`src/core/jtag_tap_defines.svh`:
```
// Purpose: constants of the test access port and its shift chains
// Assumes: a four-bit instruction chain and 35-bit debug access chains
// Notes: boundary chain keeps input, output, enable per pad, input first
`ifndef JTAG_TAP_DEFINES_SVH
`define JTAG_TAP_DEFINES_SVH

// Instruction codes
`define IR_W 4
`define IR_EXTEST 4'h0
`define IR_INTEST 4'h1
`define IR_SAMPLE 4'h2
`define IR_ABORT 4'h8
`define IR_DEBUG_PORT_ACCESS_CHAIN 4'hA
`define IR_ACCESS_PORT_ACCESS_CHAIN 4'hB
`define IR_IDCODE 4'hE
`define IR_BYPASS 4'hF

// Chain widths and field positions
`define DAP_W 35
`define ACK_W 3
`define NPAD 8
`define BSR_W 24
`define BSR_IN 0
`define BSR_OUT 1
`define BSR_OE 2

// Acknowledge codes
`define ACK_OK 3'h2
`define ACK_WAIT 3'h1

// Identification value, arbitrary, low bit must stay 1
`define IDCODE_VAL 32'h0000_1001

// Word sent toward the debug access logic: kind then chain content
`define DBGW 37
`define KIND_ABORT 2'h0
`define KIND_DP 2'h1
`define KIND_AP 2'h2

// Shared pin configuration, five pins, and switch and reset counts
`define PIN_N 5
`define PIN_CFG_RST 5'h1F
`define SWD_PASSES 2'h2
`define TLR_TMS_CNT 3'h5
`endif

```
`src/core/jtag_tap_pkg.sv`:
```
// Purpose: types of the test access port
// Assumes: nothing beyond the defines header
// Notes: states follow the usual sixteen-state controller
package jtag_tap_pkg;
  typedef enum logic [3:0] {
    TLR, RTI, SEL_DR, CAP_DR, SH_DR, EX1_DR, PA_DR, EX2_DR, UPD_DR,
    SEL_IR, CAP_IR, SH_IR, EX1_IR, PA_IR, EX2_IR, UPD_IR
  } tap_state_t;

  typedef enum logic [2:0] {
    SEL_BSR, SEL_ABORT, SEL_DP, SEL_AP, SEL_ID, SEL_BYP
  } chain_sel_t;
endpackage

```
`src/core/word_link_if.sv`:
```
// Purpose: carries debug words between the port and its buffer
// Assumes: both ends run on clk_i
// Notes: valid and ready on each side of the buffer
`include "jtag_tap_defines.svh"
interface word_link_if;
  logic in_valid;
  logic in_ready;
  logic [`DBGW-1:0] in_data;
  logic out_valid;
  logic out_ready;
  logic [`DBGW-1:0] out_data;

  modport core (output in_valid, output in_data, output out_ready,
    input in_ready, input out_valid, input out_data);
  modport store (input in_valid, input in_data, input out_ready,
    output in_ready, output out_valid, output out_data);
endinterface

```
`src/core/jtag_tap_port.sv`:
```
// Purpose: test access port with its instruction and data chains
// Assumes: clk_i is much faster than the test clock, which it samples
// Notes: apart from the shared pin configuration, no register here is reachable from the peripheral bus
`include "jtag_tap_defines.svh"

// Behaviour
// - Capture states load the chosen chain; shift states move it out on TDO.
// - Fresh bits enter from TDI while shifting; update states load holders.
// - After reset the five shared pins are test pins; selects read 1.
// - Writing 0s to the alternate selects turns the pins into plain I/O.
// - Capture of a debug access chain returns last result and 3-bit ack.
// - Two instruction passes without shift enable wire debug, disable test port.
// - A four-bit instruction chain feeds a holder that is the instruction.
// - Code 0000 drives preloaded boundary values onto the pads.
// - Code 0001 drives preloaded boundary values into the core.
// - Code 0010 captures pad input, output, enable and shifts in preload.
// - 1000 selects abort chain input only; 1010 and 1011 the access chains.
// - Code 1110 loads identification bits and shifts them out.
// - Code 1111 links TDI to TDO through one stage.
// - Every unassigned code decodes as the one-stage bypass.
// - Under 0000 pads take output and enable from preloaded bits.
// - Under 0000 the boundary chain still captures, shifts and loads.
// - Chains and instruction are reached only serially, never by bus.
// - Five rising test clocks with TMS high reach reset from any state except the pause states, which need six; instruction becomes 1110.
// - Test reset held low keeps the controller in its reset state.
// - TDO changes on falling test clock; inputs sampled on rising.
module jtag_tap_port (
  input wire logic clk_i,
  input wire logic resetn_i,
  input wire logic tck_i,
  input wire logic tms_i,
  input wire logic tdi_i,
  input wire logic trstn_i,
  output logic tdo_o,
  output logic tdo_oe_o,
  input wire logic pin_cfg_we_i,
  input wire logic [`PIN_N-1:0] pin_alt_function_select_i,
  input wire logic [`PIN_N-1:0] pin_pullup_enable_i,
  output logic [`PIN_N-1:0] pin_alt_function_select_o,
  output logic [`PIN_N-1:0] pin_pullup_enable_o,
  output logic swd_enable_o,
  output logic jtag_enable_o,
  input wire logic [`NPAD-1:0] pad_in_i,
  input wire logic [`NPAD-1:0] core_out_i,
  input wire logic [`NPAD-1:0] core_oe_i,
  output logic [`NPAD-1:0] pad_out_o,
  output logic [`NPAD-1:0] pad_oe_o,
  output logic [`NPAD-1:0] core_in_o,
  output logic dbg_req_valid_o,
  output logic [`DBGW-1:0] dbg_req_data_o,
  input wire logic dbg_req_ready_i,
  input wire logic dbg_rsp_valid_i,
  input wire logic [31:0] dbg_rsp_data_i,
  input wire logic [`ACK_W-1:0] dbg_rsp_ack_i
);
  // Synchronisers and edge detect
  logic tck_s1, tck_s2, tck_d;
  logic tms_s1, tms_s2, tdi_s1, tdi_s2, trst_s1, trst_s2;
  logic [`NPAD-1:0] pad_s1, pad_s2;
  logic rise, fall, jtag_on;
  // Controller, chains and holders
  jtag_tap_pkg::tap_state_t tap_r, tap_nxt;
  jtag_tap_pkg::chain_sel_t sel;
  logic [`IR_W-1:0] ir_r, ir_sh_r;
  logic [`DAP_W-1:0] dr_sh_r, cap_val;
  logic [`BSR_W-1:0] bsr_hold_r;
  logic [`PIN_N-1:0] afsel_r, pur_r;
  logic [`NPAD-1:0] pad_out_r, pad_oe_r, core_in_r;
  logic [31:0] rsp_data_r;
  logic [`ACK_W-1:0] rsp_ack_r, ack_now;
  logic wait_r, swd_r, jtag_en_r, tdo_r, tdo_oe_r;
  logic [1:0] pass_cnt_r;
  logic [2:0] tms_cnt_r;
  logic upd_ir_fall, upd_dr_fall, cap_dr_rise;
  word_link_if lnk ();

  // Pick one field of every pad from a boundary image
  function automatic logic [`NPAD-1:0] bsr_field(
    input logic [`BSR_W-1:0] img, input int pos);
    logic [`NPAD-1:0] f;
    f = '0;
    for (int k = 0; k < `NPAD; k++) begin
      f[k] = img[3*k+pos];
    end
    return f;
  endfunction

  // Instruction decode; gaps fall back to the bypass stage
  function automatic jtag_tap_pkg::chain_sel_t decode(
    input logic [`IR_W-1:0] ir);
    unique case (ir)
      `IR_EXTEST, `IR_INTEST, `IR_SAMPLE: return jtag_tap_pkg::SEL_BSR;
      `IR_ABORT: return jtag_tap_pkg::SEL_ABORT;
      `IR_DEBUG_PORT_ACCESS_CHAIN: return jtag_tap_pkg::SEL_DP;
      `IR_ACCESS_PORT_ACCESS_CHAIN: return jtag_tap_pkg::SEL_AP;
      `IR_IDCODE: return jtag_tap_pkg::SEL_ID;
      default: return jtag_tap_pkg::SEL_BYP;
    endcase
  endfunction

  // Shift one step toward TDO, new bit entering at the chain's far end
  function automatic logic [`DAP_W-1:0] shift_in(
    input logic [`DAP_W-1:0] cur, input logic bit_in,
    input jtag_tap_pkg::chain_sel_t s);
    logic [`DAP_W-1:0] t;
    t = cur >> 1;
    unique case (s)
      jtag_tap_pkg::SEL_BSR: t[`BSR_W-1] = bit_in;
      jtag_tap_pkg::SEL_ID: t[31] = bit_in;
      jtag_tap_pkg::SEL_BYP: t[0] = bit_in;
      default: t[`DAP_W-1] = bit_in;
    endcase
    return t;
  endfunction

  // Two flops on every pin before any logic looks at it
  always_ff @(posedge clk_i or negedge resetn_i) begin
    if (!resetn_i) begin
      tck_s1 <= 1'b0;
      tck_s2 <= 1'b0;
      tck_d <= 1'b0;
      tms_s1 <= 1'b1;
      tms_s2 <= 1'b1;
      tdi_s1 <= 1'b1;
      tdi_s2 <= 1'b1;
      trst_s1 <= 1'b0;
      trst_s2 <= 1'b0;
      pad_s1 <= '0;
      pad_s2 <= '0;
    end else begin
      tck_s1 <= tck_i;
      tck_s2 <= tck_s1;
      tck_d <= tck_s2;
      tms_s1 <= tms_i;
      tms_s2 <= tms_s1;
      tdi_s1 <= tdi_i;
      tdi_s2 <= tdi_s1;
      trst_s1 <= trstn_i;
      trst_s2 <= trst_s1;
      pad_s1 <= pad_in_i;
      pad_s2 <= pad_s1;
    end
  end

  // The port listens only while every shared pin is in test function
  assign jtag_on = (&afsel_r) & ~swd_r;
  assign rise = tck_s2 & ~tck_d & jtag_on;
  assign fall = ~tck_s2 & tck_d & jtag_on;
  assign sel = decode(ir_r);
  assign upd_ir_fall = fall && tap_r == jtag_tap_pkg::UPD_IR;
  assign upd_dr_fall = fall && tap_r == jtag_tap_pkg::UPD_DR;
  assign cap_dr_rise = rise && tap_r == jtag_tap_pkg::CAP_DR;
  // A full buffer shows as wait so the probe retries; an abort word scanned while it is full is lost
  assign ack_now = lnk.in_ready ? rsp_ack_r : `ACK_WAIT;

  // Controller next state from sampled TMS
  always_comb begin
    tap_nxt = tap_r;
    unique case (tap_r)
      jtag_tap_pkg::TLR:
        tap_nxt = tms_s2 ? jtag_tap_pkg::TLR : jtag_tap_pkg::RTI;
      jtag_tap_pkg::RTI, jtag_tap_pkg::UPD_DR, jtag_tap_pkg::UPD_IR:
        tap_nxt = tms_s2 ? jtag_tap_pkg::SEL_DR : jtag_tap_pkg::RTI;
      jtag_tap_pkg::SEL_DR:
        tap_nxt = tms_s2 ? jtag_tap_pkg::SEL_IR : jtag_tap_pkg::CAP_DR;
      jtag_tap_pkg::CAP_DR, jtag_tap_pkg::SH_DR, jtag_tap_pkg::EX2_DR:
        tap_nxt = tms_s2 ? jtag_tap_pkg::EX1_DR : jtag_tap_pkg::SH_DR;
      jtag_tap_pkg::EX1_DR:
        tap_nxt = tms_s2 ? jtag_tap_pkg::UPD_DR : jtag_tap_pkg::PA_DR;
      jtag_tap_pkg::PA_DR:
        tap_nxt = tms_s2 ? jtag_tap_pkg::EX2_DR : jtag_tap_pkg::PA_DR;
      jtag_tap_pkg::SEL_IR:
        tap_nxt = tms_s2 ? jtag_tap_pkg::TLR : jtag_tap_pkg::CAP_IR;
      jtag_tap_pkg::CAP_IR, jtag_tap_pkg::SH_IR, jtag_tap_pkg::EX2_IR:
        tap_nxt = tms_s2 ? jtag_tap_pkg::EX1_IR : jtag_tap_pkg::SH_IR;
      jtag_tap_pkg::EX1_IR:
        tap_nxt = tms_s2 ? jtag_tap_pkg::UPD_IR : jtag_tap_pkg::PA_IR;
      jtag_tap_pkg::PA_IR:
        tap_nxt = tms_s2 ? jtag_tap_pkg::EX2_IR : jtag_tap_pkg::PA_IR;
    endcase
  end

  // Controller state; test reset overrides any clock activity
  always_ff @(posedge clk_i or negedge resetn_i) begin
    if (!resetn_i) begin
      tap_r <= jtag_tap_pkg::TLR;
    end else if (!trst_s2) begin
      tap_r <= jtag_tap_pkg::TLR;
    end else if (rise) begin
      tap_r <= tap_nxt;
    end
  end

  // Instruction chain and its holder
  always_ff @(posedge clk_i or negedge resetn_i) begin
    if (!resetn_i) begin
      ir_r <= `IR_IDCODE;
      ir_sh_r <= `IR_IDCODE;
    end else if (tap_r == jtag_tap_pkg::TLR) begin
      ir_r <= `IR_IDCODE;
    end else if (rise && tap_r == jtag_tap_pkg::CAP_IR) begin
      ir_sh_r <= ir_r;
    end else if (rise && tap_r == jtag_tap_pkg::SH_IR) begin
      ir_sh_r <= {tdi_s2, ir_sh_r[`IR_W-1:1]};
    end else if (upd_ir_fall) begin
      ir_r <= ir_sh_r;
    end
  end

  // Capture image of the selected data chain
  always_comb begin
    cap_val = '0;
    unique case (sel)
      jtag_tap_pkg::SEL_BSR: begin
        for (int k = 0; k < `NPAD; k++) begin
          cap_val[3*k+`BSR_IN] = pad_s2[k];
          cap_val[3*k+`BSR_OUT] = pad_out_r[k];
          cap_val[3*k+`BSR_OE] = pad_oe_r[k];
        end
      end
      jtag_tap_pkg::SEL_DP, jtag_tap_pkg::SEL_AP:
        cap_val = {rsp_data_r, ack_now};
      jtag_tap_pkg::SEL_ID: cap_val[31:0] = `IDCODE_VAL;
      default: cap_val = '0; // Abort chain is write only
    endcase
  end

  // Data chain: capture, shift, and update of the boundary holder
  always_ff @(posedge clk_i or negedge resetn_i) begin
    if (!resetn_i) begin
      dr_sh_r <= '0;
      bsr_hold_r <= '0;
      wait_r <= 1'b0;
    end else if (cap_dr_rise) begin
      dr_sh_r <= cap_val;
      wait_r <= ~lnk.in_ready;
    end else if (rise && tap_r == jtag_tap_pkg::SH_DR) begin
      dr_sh_r <= shift_in(dr_sh_r, tdi_s2, sel);
    end else if (upd_dr_fall && sel == jtag_tap_pkg::SEL_BSR) begin
      bsr_hold_r <= dr_sh_r[`BSR_W-1:0];
    end
  end

  // Debug words leave on update; slot was seen free at capture
  assign lnk.in_valid = upd_dr_fall && !wait_r
    && (sel == jtag_tap_pkg::SEL_ABORT || sel == jtag_tap_pkg::SEL_DP
    || sel == jtag_tap_pkg::SEL_AP);
  assign lnk.in_data = {(sel == jtag_tap_pkg::SEL_ABORT) ? `KIND_ABORT :
    (sel == jtag_tap_pkg::SEL_DP) ? `KIND_DP : `KIND_AP, dr_sh_r};
  assign lnk.out_ready = dbg_req_ready_i;
  assign dbg_req_valid_o = lnk.out_valid;
  assign dbg_req_data_o = lnk.out_data;

  word_buffer u_buf (
    .clk_i(clk_i),
    .resetn_i(resetn_i),
    .lnk(lnk)
  );

  // Latest answer of the debug access logic
  always_ff @(posedge clk_i or negedge resetn_i) begin
    if (!resetn_i) begin
      rsp_data_r <= '0;
      rsp_ack_r <= `ACK_OK;
    end else if (dbg_rsp_valid_i) begin
      rsp_data_r <= dbg_rsp_data_i;
      rsp_ack_r <= dbg_rsp_ack_i;
    end
  end

  // Pads and core inputs follow the boundary holder under test codes
  always_ff @(posedge clk_i or negedge resetn_i) begin
    if (!resetn_i) begin
      pad_out_r <= '0;
      pad_oe_r <= '0;
      core_in_r <= '0;
    end else begin
      if (ir_r == `IR_EXTEST) begin
        pad_out_r <= bsr_field(bsr_hold_r, `BSR_OUT);
        pad_oe_r <= bsr_field(bsr_hold_r, `BSR_OE);
      end else begin
        pad_out_r <= core_out_i;
        pad_oe_r <= core_oe_i;
      end
      if (ir_r == `IR_INTEST) begin
        core_in_r <= bsr_field(bsr_hold_r, `BSR_IN);
      end else begin
        core_in_r <= pad_s2;
      end
    end
  end

  // Shared pin configuration; a system reset, or a write of 1s to the selects while wire debug is off, restores test use
  always_ff @(posedge clk_i or negedge resetn_i) begin
    if (!resetn_i) begin
      afsel_r <= `PIN_CFG_RST;
      pur_r <= `PIN_CFG_RST;
    end else if (pin_cfg_we_i) begin
      afsel_r <= pin_alt_function_select_i;
      pur_r <= pin_pullup_enable_i;
    end
  end

  // Wire-debug switch: count instruction passes that never shift
  always_ff @(posedge clk_i or negedge resetn_i) begin
    if (!resetn_i) begin
      pass_cnt_r <= '0;
      swd_r <= 1'b0;
    end else if (rise && (tap_r == jtag_tap_pkg::SH_IR
        || tap_r == jtag_tap_pkg::CAP_DR)) begin
      pass_cnt_r <= '0;
    end else if (upd_ir_fall) begin
      if (pass_cnt_r + 2'h1 == `SWD_PASSES) begin
        swd_r <= 1'b1;
      end
      pass_cnt_r <= pass_cnt_r + 2'h1;
    end
  end

  // TDO moves only on falling test clock, idle outside shifting
  always_ff @(posedge clk_i or negedge resetn_i) begin
    if (!resetn_i) begin
      tdo_r <= 1'b0;
      tdo_oe_r <= 1'b0;
    end else if (!jtag_on) begin
      tdo_oe_r <= 1'b0;
    end else if (fall) begin
      if (tap_r == jtag_tap_pkg::SH_IR) begin
        tdo_r <= ir_sh_r[0];
        tdo_oe_r <= 1'b1;
      end else if (tap_r == jtag_tap_pkg::SH_DR) begin
        tdo_r <= dr_sh_r[0];
        tdo_oe_r <= 1'b1;
      end else begin
        tdo_oe_r <= 1'b0;
      end
    end
  end

  // Status flops and helper count of TMS-high rising edges
  always_ff @(posedge clk_i or negedge resetn_i) begin
    if (!resetn_i) begin
      jtag_en_r <= 1'b1;
      tms_cnt_r <= '0;
    end else begin
      jtag_en_r <= jtag_on;
      if (rise) begin
        if (!tms_s2) begin
          tms_cnt_r <= '0;
        end else if (tms_cnt_r != `TLR_TMS_CNT) begin
          tms_cnt_r <= tms_cnt_r + 3'h1;
        end
      end
    end
  end

  // Port outputs, each from a flop; instruction state has no bus path
  assign tdo_o = tdo_r;
  assign tdo_oe_o = tdo_oe_r;
  assign pin_alt_function_select_o = afsel_r;
  assign pin_pullup_enable_o = pur_r;
  assign swd_enable_o = swd_r;
  assign jtag_enable_o = jtag_en_r;
  assign pad_out_o = pad_out_r;
  assign pad_oe_o = pad_oe_r;
  assign core_in_o = core_in_r;
endmodule

```
`src/core/word_buffer.sv`:
```
// Purpose: two-entry buffer for words toward the debug access logic
// Assumes: single clock, asynchronous active-low reset
// Notes: all outputs come from flip-flops; ready falls only when full
`include "jtag_tap_defines.svh"
module word_buffer (
  input wire logic clk_i,
  input wire logic resetn_i,
  word_link_if.store lnk
);
  logic head_v_r;
  logic spare_v_r;
  logic [`DBGW-1:0] head_r;
  logic [`DBGW-1:0] spare_r;
  logic push;
  logic pop;

  // Handshakes on each side
  assign push = lnk.in_valid & ~spare_v_r;
  assign pop = head_v_r & lnk.out_ready;
  assign lnk.in_ready = ~spare_v_r;
  assign lnk.out_valid = head_v_r;
  assign lnk.out_data = head_r;

  // Head holds the oldest word, spare the one behind it
  always_ff @(posedge clk_i or negedge resetn_i) begin
    if (!resetn_i) begin
      head_v_r <= 1'b0;
      spare_v_r <= 1'b0;
      head_r <= '0;
      spare_r <= '0;
    end else if (push && pop) begin
      if (spare_v_r) begin
        head_r <= spare_r;
        spare_r <= lnk.in_data;
      end else begin
        head_r <= lnk.in_data;
      end
    end else if (push) begin
      if (head_v_r) begin
        spare_r <= lnk.in_data;
        spare_v_r <= 1'b1;
      end else begin
        head_r <= lnk.in_data;
        head_v_r <= 1'b1;
      end
    end else if (pop) begin
      head_r <= spare_r;
      head_v_r <= spare_v_r;
      spare_v_r <= 1'b0;
    end
  end
endmodule

```
`config.mk`:
```
export PLATFORM = sky130hd
export DESIGN_NAME = jtag_tap_port
export DESIGN_NICKNAME = d
export VERILOG_FILES = /design/src/core/jtag_tap_pkg.sv /design/src/core/word_link_if.sv /design/src/core/jtag_tap_port.sv /design/src/core/word_buffer.sv
export VERILOG_INCLUDE_DIRS = /design/src /design/src/core
export SDC_FILE = /design/constraint.sdc
export NUM_CORES = 1
export LEC_CHECK = 0
export ABC_AREA = 1
export BUFFER_PORTS_ARGS = -buffer_cell sky130_fd_sc_hd__buf_2
export CORE_ASPECT_RATIO = 0.8
export CORE_MARGIN = 3
export CORE_UTILIZATION = 33
export DETAILED_ROUTE_END_ITERATION = 10
export GPL_ROUTABILITY_DRIVEN = 1
export PLACE_DENSITY = 0.56
export SKIP_LAST_GASP = 1
export SLEW_MARGIN = 20
export SYNTH_ARGS = -nofsm -noshare
export SYNTH_HDL_FRONTEND = slang
export SYNTH_SLANG_ARGS = --single-unit
```
`constraint.sdc`:
```
create_clock -name clk_i -period 2.2 [get_ports clk_i]
set_clock_uncertainty 0.05 [all_clocks]
set_input_delay 0.33 -clock clk_i [delete_from_list [all_inputs] [get_ports clk_i]]
set_output_delay 0.33 -clock clk_i [all_outputs]
set_load 0.01 [all_outputs]
```
Yosys cells after proc, flatten, opt, wreduce, memory -nomap -nowiden
Index checks and enable logic that the tools add are counted.
{ "word_totals": {"ram_bits": 0, "register_bits": 248, "input_bits": 78, "latchBits": 0, "n_memories": 0, "romBits": 0} }
{ "op_classes": {"eq_ne": 34, "div_mod_pow": 0, "multipliers": 0, "addsub": 1, "magnitude_cmp": 0, "bitwise": 16, "mux": 57, "reduce_logical": 43, "shifts": 0} }
{ "ops": {"columns": ["operator", "n"], "rows": [
  ["$mux 37", 9],
  ["$pmux 24 s3", 1],
  ["$mux 35", 2],
  ["$eq 4x4->1 const B", 12],
  ["$mux 4", 11],
  ["$pmux 4 s10", 1],
  ["$mux 8", 4],
  ["$mux 1", 18],
  ["$reduce_and 3->1", 6],
  ["$eq 4x3->1 const B", 4],
  ["$reduce_bool 2->1", 8],
  ["$pmux 3 s5", 1],
  ["$reduce_or 3->1", 5],
  ["$mux 2", 7],
  ["$eq 4x2->1 const B", 3],
  ["$logic_and 1x1->1", 11],
  ["$mux 3", 3],
  ["$not 1->1", 9],
  ["$eq 4x1->1 const B", 2],
  ["$logic_not 4->1", 2],
  ["$and 1x1->1", 7],
  ["$eq 3x2->1 const B", 2],
  ["$eq 3x3->1 const B", 2],
  ["$ne 2x1->1 const B", 3],
  ["other kinds (12)", 18]
]} }

Longest topological paths before layout
Gate-level depths: netlist (run 1).
{ "depth": {"ltp_word": 11, "depth_mapped": 16} }

By module
From an unflattened synthesis (run 1), not the netlist that was laid out.
{ "unflattened": {"hier_cells": 1257, "hier_area_um2": 10991.8} }
{ "by_module_without_submodules": {"columns": ["module", "area_per_inst_um2", "n_inst", "cells_each", "seq_area_each_um2"], "rows": [
  ["jtag_tap_port", 7375.8, 1, 795, 4331.7],
  ["word_buffer", 3616.0, 1, 462, 1901.8]
]} }

Worst setup path before layout (run 1)
OpenSTA, ideal clock, no wires.
{ "synth_path": {"path_type": "register -> register", "start": "reg afsel_r[4], in the netlist pin_alt_function_select_o[4]", "end": "reg u_buf.head_r[30], in the netlist u_buf.lnk.out_data[30]", "t_arrival_ns": 2.146, "stages_incl_launch_ff": 16, "n_path_buf": 2, "path_slack_ns": -0.067, "path_cell_list": "dfstp_2 -> inv_1 -> nor2_1 -> nand3_1 -> nor2_4 -> nand3_2 -> inv_2 -> ha_1 -> inv_1 -> clkbuf_1 -> clkbuf_1 -> nor2_1 -> o21ai_0 -> nand2_1 -> nor2_1 -> nor2_1"} }
{ "synth_via": {"elab_chain_cells": 10, "elab_cells_between_ends": 13, "classes_between": "eq/ne (1); mux (2); bitwise (3); reduce/logical (7)"} }
{ "synth_rtl": {"columns": ["item", "line_no", "text"], "rows": [
  ["from (decl)", "jtag_tap_port.sv:67", "logic [`PIN_N-1:0] afsel_r, pur_r;"],
  ["from (signal assigned)", "jtag_tap_port.sv:296", "afsel_r <= `PIN_CFG_RST;"],
  ["from (signal assigned)", "jtag_tap_port.sv:299", "afsel_r <= pin_alt_function_select_i;"],
  ["$reduce_and 5->1 (*)", "jtag_tap_port.sv:146", "assign jtag_on = (&afsel_r) & ~swd_r;"],
  ["$and 1x1->1 (*)", "jtag_tap_port.sv:146", null],
  ["$and 1x1->1 (*)", "jtag_tap_port.sv:148", "assign fall = ~tck_s2 & tck_d & jtag_on;"],
  ["$logic_and 1x1->1 (*)", "jtag_tap_port.sv:151", "assign upd_dr_fall = fall && tap_r == jtag_tap_pkg::UPD_DR;"],
  ["$logic_and 1x1->1 (*)", "jtag_tap_port.sv:245", "assign lnk.in_valid = upd_dr_fall && !wait_r"],
  ["$logic_and 1x1->1 (*)", "jtag_tap_port.sv:246", "&& (sel == jtag_tap_pkg::SEL_ABORT || sel == jtag_tap_pkg::SEL_DP"],
  ["$and 1x1->1 (*)", "word_buffer.sv:18", "assign push = lnk.in_valid & ~spare_v_r;"],
  ["named net u_buf.push", "word_buffer.sv:14", "logic push;"],
  ["$logic_and 1x1->1", "word_buffer.sv:31", "end else if (push && pop) begin"],
  ["$ne 3x3->1 (no line) / $reduce_bool 3->1 (equally long branches)", null, null],
  ["$reduce_and 2->1 (no line)", null, null],
  ["to (signal assigned)", "word_buffer.sv:33", "head_r <= spare_r;"],
  ["to (signal assigned)", "word_buffer.sv:36", "head_r <= lnk.in_data;"],
  ["to (signal assigned)", "word_buffer.sv:43", "head_r <= lnk.in_data;"],
  ["to (decl)", "word_buffer.sv:12", "logic [`DBGW-1:0] head_r;"]
]} }
Mark *: on every way through the listed nets, which the timed path passes. The rest lies on a longest branch.
A chain may end at the register's enable or synchronous reset.

Worst setup path in the final report (run 1)
{ "layout_path": {"start": "reg afsel_r[0], in the netlist pin_alt_function_select_o[0]", "end": "reg dr_sh_r[23]"} }
{ "layout_via": {"elab_chain_cells": 5, "elab_cells_between_ends": 7, "classes_between": "mux (1); bitwise (2); reduce/logical (4)"} }
{ "layout_rtl": {"columns": ["item", "line_no", "text"], "rows": [
  ["$reduce_and 5->1 (*)", "jtag_tap_port.sv:146", null],
  ["$and 1x1->1 (*)", "jtag_tap_port.sv:146", null],
  ["$and 1x1->1 (*)", "jtag_tap_port.sv:147", "assign rise = tck_s2 & ~tck_d & jtag_on;"],
  ["$logic_and 1x1->1, on equally long branches", "jtag_tap_port.sv:152, jtag_tap_port.sv:237", null],
  ["$mux 35 / $reduce_bool 2->1 (equally long branches)", null, null],
  ["to (signal assigned)", "jtag_tap_port.sv:235", "dr_sh_r <= cap_val;"],
  ["to (signal assigned)", "jtag_tap_port.sv:238", "dr_sh_r <= shift_in(dr_sh_r, tdi_s2, sel);"],
  ["to (decl)", "jtag_tap_port.sv:65", "logic [`DAP_W-1:0] dr_sh_r, cap_val;"]
]} }
Every way passes the cells marked *; elsewhere a longest branch is shown, timed or not.

==> out/results.tsv, run 1 <==
metric	value	unit
status	finished, violations left	
violations	setup timing	
grt_pass1_wl	52500	µm
reg2reg_from	pin_alt_function_select_o[0]	
ys_seq_area_share	53.7	%
drc	0	
p_int	9.04	mW
finalHoldViolations	0	
synth-simple-area-share	19.8	%
synth_xor_area_share	0	%
final_layout_size_suffix_gt1_share	23.3	%
cts_tree	done	
antenna_found_initial	0	
routabilityCongestion	0.833	
avgSynthCellArea	8.29	µm²
overflow	0	
p_sw	3.30	mW
worst_slew_pin_slew	562	ps
cp.arrival	2610	ps
port_buffers	153	
combPwrFrac	17.8	%
synth_top_family_by_area	simple AND/OR/NAND/NOR gates	
synth_nets	1482	
clk_path_buf_depth	3	
synthAdderAreaFrac	0.323	%
p_total	12.3	mW
cp.required	2600	ps
critPathLaunchType	flop	
clkTransAtPathRegs	60	ps
dp_hpwl	22900	µm
fin_crit_sh	100	%
synth_compound_area_share	14.9	%
clkPwrFrac	39.3	%
finalCriticalPeriod	2210	ps
place_inst	2002	
htreeDepth	1	
cp_max_fo	42	
die_area	37500	µm²
synth_area_leaders	dfrtp_1, nand2_1, o21ai_0	
muxShareOfSynthArea	2.81	%
area_delta_synth_final	32.2	%
first_iter_violations	744	
p_leak	7.10	nW
clkSinkCount	248	
cts_root_buf	clkbuf_16	
start_util	34.0	%
hold_start	core_out_i[0]	
fin_nets	1738	
synth_top_area_share	48.7	%
fin_ws	-5.62	ps
yosys_warnings	0	
fp.dieH	174	µm
maxCapViolCount	0	
firstDrtPassIters	7	
syn_inst	1401	
vias	9926	
num_rows	60	
cp-end-kind	flop	
n_fill_cell	3321	
p_per_area	804	nW/µm²
grt_max_degree	66	
diodes	0	
sw_frac_of_total	26.8	%
slew_viol_final	0	
fin_cells	2142	
pin_count	154	
slew_headroom	62.5	%
criticalPathCategory	reg -> reg	
worstHoldPathType	in -> reg	
routedWlPerCell	15.6	µm
routed_wl	33400	µm
netlist_area	11600	µm²
ys_ff_latch	248	
register_area	6230	µm²
rsz0062_at_grt	true	
die_w	216	µm
grt_pass1_vias	9339	
numCtsBuffers	27	
yosys.area.top_type	dfrtp_1	
ir_drop	0.000523	V
startpoint	pin_alt_function_select_o[0]	
ant_nets	0	
seqPwrFrac	42.9	%
fmax	453	MHz
clock_latency	540	ps
multiInputGateArea	4500	µm²
grt_usage	17.1	%
coreArea	34200	µm²
vias_per_cell	4.63	
yosysUniqueCellTypes	36	
worst_hold_slack	35.5	ps
setup_viol_count_final	1	
post-place-ws	-25.1	ps
## metrics by stage
step                      utilization, %  instance area [µm²]  setup TNS [ps]
after floorplan                        -                11600               0
after global placement              38.7                13200               0
after detailed placement            38.7                13200           -29.6
after CTS                           43.7                14900            -173
after global routing                44.9                15400           -8070
final                               44.9                15400           -5.62
## placed cells by master (no fill, tap or decap), drive strengths merged, types with 6 or more instances in the layout
master         n
dlygate4sd3   71
nand2        288
o21ai        223
nor2         225
nand4          6
inv          152
nand3         55
dfrtp        226
mux2          29
clkbuf        45
buf          224
clkinv         8
dfstp         22
o22ai         14
a21oi         66
## layer usage
metal	wire length (µm)	track usage, %	vias up
met1	17900	28.6	4611
li1	-	-	5011
met2	13400	22.9	253
met4	782	3.96	0
met3	1340	1.98	51
met5	0	0	-
## power by group through the flow
stage	logic [mW]	clock network, mW	registers, mW
6_report	2.20	4.86	5.29
5_1_grt	2.43	5.15	5.36
4_1_cts	2.03	4.97	5.30
3_5_place_dp	1.92	0	5.39
3_3_place_gp	1.92	0	5.36
2_1_floorplan	0.734	0	5.56
## worst paths after layout
path	end	slack, ps	cells after the start
setup / recovery	dr_sh_r[23]	-6	12
setup reg to reg	dr_sh_r[23]	-6	12
hold / removal	pad_out_o[0]	40	2
min in group asynchronous	tap_r[2]	310	2
hold reg to reg	pad_s2[2]	300	0
max in group asynchronous	u_buf.lnk.out_data[26]	1140	3
## cells in the mapped netlist
| cell | number |
|---|---|
| o21ai_2 | 30 |
| nor2_2 | 2 |
| inv_1 | 149 |
| a21oi_1 | 66 |
| buf_6 | 8 |
| o211ai_1 | 2 |
| a21o_1 | 1 |
| ha_1 | 3 |
| buf_1 | 8 |
| buf_2 | 17 |
| o2111ai_1 | 1 |
| nand3_2 | 1 |
| a211o_1 | 1 |
| o221ai_1 | 1 |
| nand4_2 | 1 |
| o21ai_0 | 187 |
| o31ai_1 | 1 |
| inv_2 | 3 |
| nand2_1 | 286 |
| buf_4 | 13 |
| dfstp_2 | 22 |
| o22ai_1 | 14 |
| clkbuf_1 | 29 |
| nor3_1 | 3 |
| nor2_1 | 221 |
| a31oi_1 | 4 |
| clkbuf_2 | 1 |
| o21ai_1 | 6 |
| nand4_1 | 5 |
| dfrtp_1 | 226 |
| nor2_4 | 2 |
| nor4_1 | 1 |
| mux2_2 | 29 |
| nand2_2 | 2 |
| nand3_1 | 54 |
| clkinv_1 | 1 |
## layout make-up
class	instances	share of cell area (%)
Timing Repair Buffer	303	16.3
Tap cell	465	3.79
Inverter	153	3.82
Clock buffer	37	4.97
Clock inverter	12	1.23
Multi-Input combinational cell	924	29.3
Sequential cell	248	40.6
## flip-flops by register name (all words and copies together), names as in the netlist, 2 cells and up
name / cells
bsr_hold_r: 24
core_in_o: 8
dr_sh_r: 35
ir_r: 4
ir_sh_r: 4
pad_oe_o: 8
pad_out_o: 8
pad_s1: 8
pad_s2: 8
pass_cnt_r: 2
pin_alt_function_select_o: 5
pin_pullup_enable_o: 5
rsp_ack_r: 3
rsp_data_r: 32
tap_r: 4
u_buf.lnk.out_data: 37
u_buf.spare_r: 37
## critical path, cell delays in order, from the launching register on
cell,delay (ps)
dfstp_2,550
nand2_2,70
nor2_4,140
buf_4,120
buf_4,100
nand4_2,150
nor2_4,230
buf_12,130
buf_12,180
nand3_1,130
o21ai_0,90
inv_1,60
a21oi_1,130
## kinds of logic (layout without fill, tap and decap cells)
| logic type | Yosys count | count (layout) |
|---|---|---|
| AOI/OAI and AO/OA | 314 | 314 |
| adders and majority gates | 3 | 3 |
| buffers and inverters | 229 | 505 |
| DFF | 248 | 248 |
| muxes | 29 | 29 |
| and+or+nand+nor | 578 | 578 |
## what timing repair did
| action | in CTS | in global routing |
|---|---|---|
| cloned | 1 | 10 |
| hold endpoints to repair | 108 | 0 |
| hold buffers | 71 | 0 |
| setup buffers | 3 | 6 |
| pin swaps | 2 | 34 |
| endpoints found under the setup margin | 13 | 115 |
| resized for setup | 4 | 43 |
Power figures use the tool's default switching activity.
==> inputs of run 2 (changes only) <==
CORE_ASPECT_RATIO = unset   (was 0.8)
==> run 2 against run 1 <==
  * The run still ends with setup timing left
  * Maximum frequency decreased by 0.17%
  * Flip-flop and latch count unchanged
  * Routed wire length increased by 2.6%
  * First-iteration DRC count decreased by 13%
  * Via count increased by 1.3%
  * Critical path type unchanged
  * Cell area increased by 1.2%
  * Largest power group unchanged
==> out/results.tsv, run 2 (synthesis results as in run 1) <==
metric	value	unit	change
crit_slowest_cell	dfstp_2		
finalHoldViolations	0		unchanged
crit_family	simple AND/OR/NAND/NOR gates		
num_rows	68		+13%
setup_tns	-9.45	ps	-3.83 ps
worst-path-buf-inv	3		-2
clock_latency	550	ps	about the same
grt_max_degree	60		-9.1%
first_iter_violations	645		-13%
finalCriticalPeriod	2210	ps	+3.83 ps
fp.dieH	194	µm	+11%
status	finished, violations left		
critPathLaunchType	flop		
clkTransAtPathRegs	60	ps	about the same
p_leak	7.20	nW	+1.4%
fin_ws	-9.45	ps	-3.83 ps
fin_nets	1751		+0.75%
final_layout_size_suffix_gt1_share	24.3	%	+0.94 points
firstDrtPassIters	5		-2
p_per_area	796	nW/µm²	-1.0%
setup_viol_count_final	1		unchanged
vias	10100		+1.3%
clkSinkCount	248		unchanged
cts_tree	done		
p_sw	3.36	mW	+1.6%
critPathMaxStageDelay	550	ps	about the same
sw_frac_of_total	27.1	%	+0.38 points
crit_top_cell	nor2_1		
die_area	37500	µm²	about the same
fin_cells	2145		+0.14%
routabilityCongestion	0.841		+0.95%
dp_hpwl	22200	µm	-3.3%
final_cell_mix	nand2_1, dfrtp_1, nor2_1		
criticalPathCategory	reg -> reg		
coreArea	34600	µm²	+1.4%
routed_wl	34300	µm	+2.6%
rsz0062_at_grt	true		
clkPwrFrac	39.3	%	about the same
grt_usage	16.9	%	-0.13 points
area_delta_synth_final	33.8	%	
combPwrFrac	18.0	%	+0.2 points
maxCapViolCount	0		unchanged
drc	0		unchanged
port_buffers	153		unchanged
slew_headroom	65.9	%	+3.4 points
cp.required	2630	ps	+30 ps
cp.arrival	2640	ps	+30 ps
worstHoldPathType	in -> reg		
routedWlPerCell	16.0	µm	+2.5%
ant_nets	0		unchanged
overflow	0		unchanged
fin_crit_sh	100	%	+0.17 points
start_util	33.5	%	-0.46 points
crit_chain	nand2_2, nor2_4, nand3_4, nor2_4, nand3_2, inv_2, ha_4, inv_8, clkbuf_16, nor2_1, o21ai_1, nand2_1, nor2_1, nor2_1		
fmax	453	MHz	-0.17%
ir_drop	0.000472	V	-9.6%
numCtsBuffers	27		unchanged
antenna_found_initial	0		unchanged
cp-end-kind	flop		
grt_pass1_vias	9615		+3.0%
place_inst	1990		-0.60%
p_int	9.01	mW	-0.32%
n_fill_cell	3320		-0.030%
die_w	194	µm	-10%
final_common_cell	nand2_1		
worst_slew_pin_slew	511	ps	-51.1 ps
seqPwrFrac	42.7	%	-0.2 points
vias_per_cell	4.69		+1.2%
diodes	0		unchanged
cp_max_fo	9		-79%
slew_viol_final	0		unchanged
violations	setup timing		
grt_pass1_wl	52500	µm	-0.10%
htreeDepth	1		unchanged
pin_count	154		unchanged
cts_root_buf	clkbuf_16		
p_total	12.4	mW	+0.20%
clk_path_buf_depth	3		unchanged
## run 2: tightest hold or removal path: stages
cell	delay (ps)
buf_2	180
nand2_1	90
o21ai_0	70
## run 2: metrics by stage
stage	setup WS, ps	instance area, µm²	hold WS [ps]	util [%]
after detailed placement	-42.9	13200	244	38.1
after CTS	-11.9	15000	54.9	43.2
after floorplan	18.5	11600	-15.6	-
after global placement	-24.0	13200	248	38.1
after global routing	-134	15500	90.0	44.9
final	-9.45	15500	77.6	44.9
## run 2: final timing paths
| kind | from | slack, ps | depth (start not counted) | end |
|---|---|---|---|---|
| worst min register to register | pad_s1[4] | 300 | 0 | pad_s2[4] |
| worst max-delay path | pin_alt_function_select_o[2] | -9 | 14 | u_buf.lnk.out_data[8] |
| worst max register to register | pin_alt_function_select_o[2] | -9 | 14 | u_buf.lnk.out_data[8] |
| max in group asynchronous | resetn_i | 1110 | 3 | rsp_ack_r[1] |
| worst min-delay path | pin_cfg_we_i | 80 | 3 | pin_alt_function_select_o[4] |
| min in group asynchronous | resetn_i | 260 | 2 | u_buf.lnk.out_data[21] |
## run 2: area by class of cell
cell class                      instances  area [µm²]  area share, %
Clock buffer                           33         738           4.75
Clock inverter                         16         214           1.38
Inverter                              153         586           3.77
Multi-Input combinational cell        925        4530           29.2
Sequential cell                       248        6230           40.1
Tap cell                              455         569           3.66
Timing Repair Buffer                  315        2670           17.2
## run 2: power groups by stage
| stage | logic [mW] | clock network (mW) | registers (mW) |
|---|---|---|---|
| floorplan | 0.734 | 0 | 5.56 |
| global placement | 1.91 | 0 | 5.37 |
| detailed placement | 1.93 | 0 | 5.38 |
| CTS | 2.04 | 5.00 | 5.29 |
| global route | 2.46 | 5.16 | 5.36 |
| finish | 2.22 | 4.86 | 5.28 |
## run 2: layer usage
layer  track usage (%)  vias up  share of wire, %
li1                  -     5030                 -
met1              26.2     4699                47
met2              25.1      286                46
met3              2.09       43               5.1
met4              4.47        0               2.1
met5                 0        -                 0
## run 2: repair_timing
item                                    4_1_cts  5_1_grt
pin swaps                                     1       23
gates cloned                                  1       17
resized for setup                             4       61
hold buffers                                 74        0
endpoints found under the setup margin       15       95
endpoints found under the hold margin       122        0
setup buffers                                 1       13
==> inputs of run 3 (changes only) <==
ABC_AREA = 0   (was 1)
PLACE_DENSITY = 0.57   (was 0.56)
SKIP_LAST_GASP = unset   (was 1)
SYNTH_HIERARCHICAL = 1   (was unset)
==> run 3 against run 2 <==
  * The flow still finishes with violations (setup timing)
  * Synthesized cell count is 44% lower
  * Combinational power shrank 75%
  * Via count fell by 26%
  * Cell count shrank 30%
  * Flip-flop and latch count unchanged
  * Die area decreased by 7.4%
  * Clock power fell by 4.7%
  * Sequential power down 9.3%
  * Register-to-register slack barely moved
  * Non-clock buffer count is 27 lower
  * Critical endpoint is now u_buf/spare_r[29]
  * Setup slack gained 7.1 ps
==> out/results.tsv, run 3 <==
metric	value	unit	change
status	finished, violations left		
violations	setup timing		
cp.required	2560	ps	-70 ps
die_w	186	µm	-3.8%
critPathLaunchType	flop		
final_cell_mix	dfrtp_1, buf_2, mux2_2		
cts_tree	done		
die_area	34700	µm²	-7.4%
p_leak	6.37	nW	-11%
n_fill_cell	2954		-11%
criticalPathCategory	reg -> reg		
fin_crit_sh	100	%	-0.32 points
yosysUniqueCellTypes	69		+92%
syn_inst	783		-44%
numCtsBuffers	28		+3.7%
ys_seq_area_share	58.1	%	+4.5 points
rsz0062_at_grt	true		
synth_edf_count	0		unchanged
ant_nets	0		unchanged
worstHoldPathType	in -> reg		
cp.arrival	2560	ps	-80 ps
clkSinkCount	248		unchanged
yosysMostFrequentCell	dfrtp_1		
synth_ff_type	dfrtp_1		
p_total	9.98	mW	-19%
setup_tns	-3.74	ps	+5.71 ps
fmax	454	MHz	+0.32%
grt_max_degree	55		-8.3%
setup_viol_count_final	2		+1
register_area	6230	µm²	unchanged
crit_slowest_cell	dfstp_2		
antenna_found_initial	0		unchanged
yosys.area.top_type	dfrtp_1		
start_util	33.7	%	+0.18 points
p_per_area	709	nW/µm²	-11%
clock_latency	530	ps	-20 ps
place_inst	1371		-31%
coreArea	31800	µm²	-8.2%
finalHoldViolations	0		unchanged
slew_viol_final	0		unchanged
grt_pass1_wl	44500	µm	-15%
finalCriticalPeriod	2200	ps	-7.09 ps
drc	0		unchanged
cp_max_fo	12		+3
num_rows	65		-4.4%
synth_common_cells	dfrtp_1, mux2_2, nor2_1, mux2_4, a221o_1		
first_iter_violations	423		-34%
yosys_warnings	6		+6
ys_ff_latch	248		unchanged
slew_headroom	69.4	%	+3.5 points
vias_per_cell	4.99		+6.4%
post-place-ws	-129	ps	-86.2 ps
clk_path_buf_depth	3		unchanged
crit_chain	and4b_2, nand2_4, nor4_4, nor2b_4, and3_4, buf_12, mux2_4		
fin_ws	-2.37	ps	+7.09 ps
synth_top_area_share	52.8	%	+4.1 points
maxCapViolCount	0		unchanged
final_common_cell	dfrtp_1		
dp_hpwl	19000	µm	-14%
clkTransAtPathRegs	60	ps	about the same
routed_wl	28600	µm	-16%
fin_cells	1496		-30%
firstDrtPassIters	4		-1
final_layout_size_suffix_gt1_share	42.2	%	+18 points
ir_drop	0.000498	V	+5.5%
overflow	0		unchanged
avgSynthCellArea	13.7	µm²	+65%
routabilityCongestion	0.779		-7.3%
critPathMaxStageDelay	520	ps	-30 ps
routedWlPerCell	19.1	µm	+20%
htreeDepth	1		unchanged
pin_count	154		unchanged
worst_slew_pin_slew	457	ps	-53.7 ps
cp-end-kind	flop		
fin_nets	1118		-36%
area_delta_synth_final	31.2	%	
synth_area_leaders	dfrtp_1, mux2_2, mux2_4		
port_buffers	153		unchanged
async_flop_share	100	%	unchanged
grt_usage	16.3	%	-0.65 points
cts_root_buf	clkbuf_16		
vias	7463		-26%
synth_nets	862		-42%
fp.dieH	186	µm	-3.8%
diodes	0		unchanged
grt_pass1_vias	7644		-20%
netlist_area	10700	µm²	-7.7%
multiInputGateArea	4140	µm²	-8.6%
==> run 3: cell types whose count changed after synthesis, moves of 22 or more <==
cell / before / now
nand2_1: 286 / 23
o21ai_0: 187 / 8
nor2_1: 221 / 51
inv_1: 149 / 6
mux2_2: 29 / 86
a21oi_1: 66 / 11
mux2_4: 0 / 50
a221o_1: 0 / 39
nor3b_1: 0 / 37
nand3_1: 54 / 24
o21ai_2: 30 / 0
a32oi_1: 0 / 22
==> run 3: final cells by class <==
cell class	instances	share of cell area [%]
Clock buffer	44	6.13
Multi-Input combinational cell	466	29.4
Inverter	7	0.187
Clock inverter	8	0.498
Tap cell	435	3.87
Timing Repair Buffer	288	15.6
Sequential cell	248	44.3
==> run 3: per-layer routing <==
| layer | vias to the layer above | GRT usage, % | part of all wire (%) |
|---|---|---|---|
| met1 | 3791 | 23.2 | 46 |
| met2 | 196 | 25.9 | 46 |
| met3 | 33 | 3.33 | 6.0 |
| li1 | 3443 | - | - |
| met4 | 0 | 3.57 | 1.8 |
| met5 | - | 0 | 0 |
==> run 3: worst max-delay path: cells and delay by family (launching register included) <==
family / cells / cell delay, ps
AND/OR/NAND/NOR: 5 / 1010
buffers and inverters: 1 / 190
multiplexers: 1 / 310
flip-flops: 1 / 520
==> run 3: per-stage QoR <==
stage	hold slack, ps	util (%)	cell area [µm²]
3_5_place_dp	237	38.8	12400
4_1_cts	0.0915	44.1	14000
5_1_grt	9.43	44.2	14100
2_1_floorplan	-15.6	-	10800
3_3_place_gp	239	38.8	12400
6_report	17.6	44.2	14100
==> run 3: power by group <==
part	switching (mW)	internal [mW]	total, mW
clock	1.84	2.79	4.63
sequential	0.0773	4.71	4.79
combinational	0.256	0.303	0.559
==> run 3: logic make-up after synthesis <==
group	count (synthesis)	share of synthesized area (%)
XOR/XNOR	1	0.0817
adder cells (fa/ha/maj)	1	0.117
AO/OA/AOI/OAI	138	10.6
multiplexers	145	17.0
buffers and inverters	69	3.87
flip-flops	248	58.1
AND/OR/NAND/NOR	181	10.2
==> run 3: final timing paths <==
check	start	endpoint	slack [ps]	cells after the start
setup reg to reg	pin_alt_function_select_o[4]	u_buf/spare_r[29]	-2	7
max in group asynchronous	resetn_i	core_in_o[5]	1160	3
min in group asynchronous	resetn_i	tdo_o	250	2
hold / removal	pin_alt_function_select_i[1]	pin_alt_function_select_o[1]	20	2
hold reg to reg	pad_s1[3]	pad_s2[3]	300	0
setup / recovery	pin_alt_function_select_o[4]	u_buf/spare_r[29]	-2	7
==> run 3: repair_timing <==
action                                  4_1_cts  5_1_grt
resized for setup                             6        4
hold endpoints to repair                    114        0
buffers inserted                              1        0
hold buffers                                 71        0
endpoints found under the setup margin       73       74
cloned                                        0        1
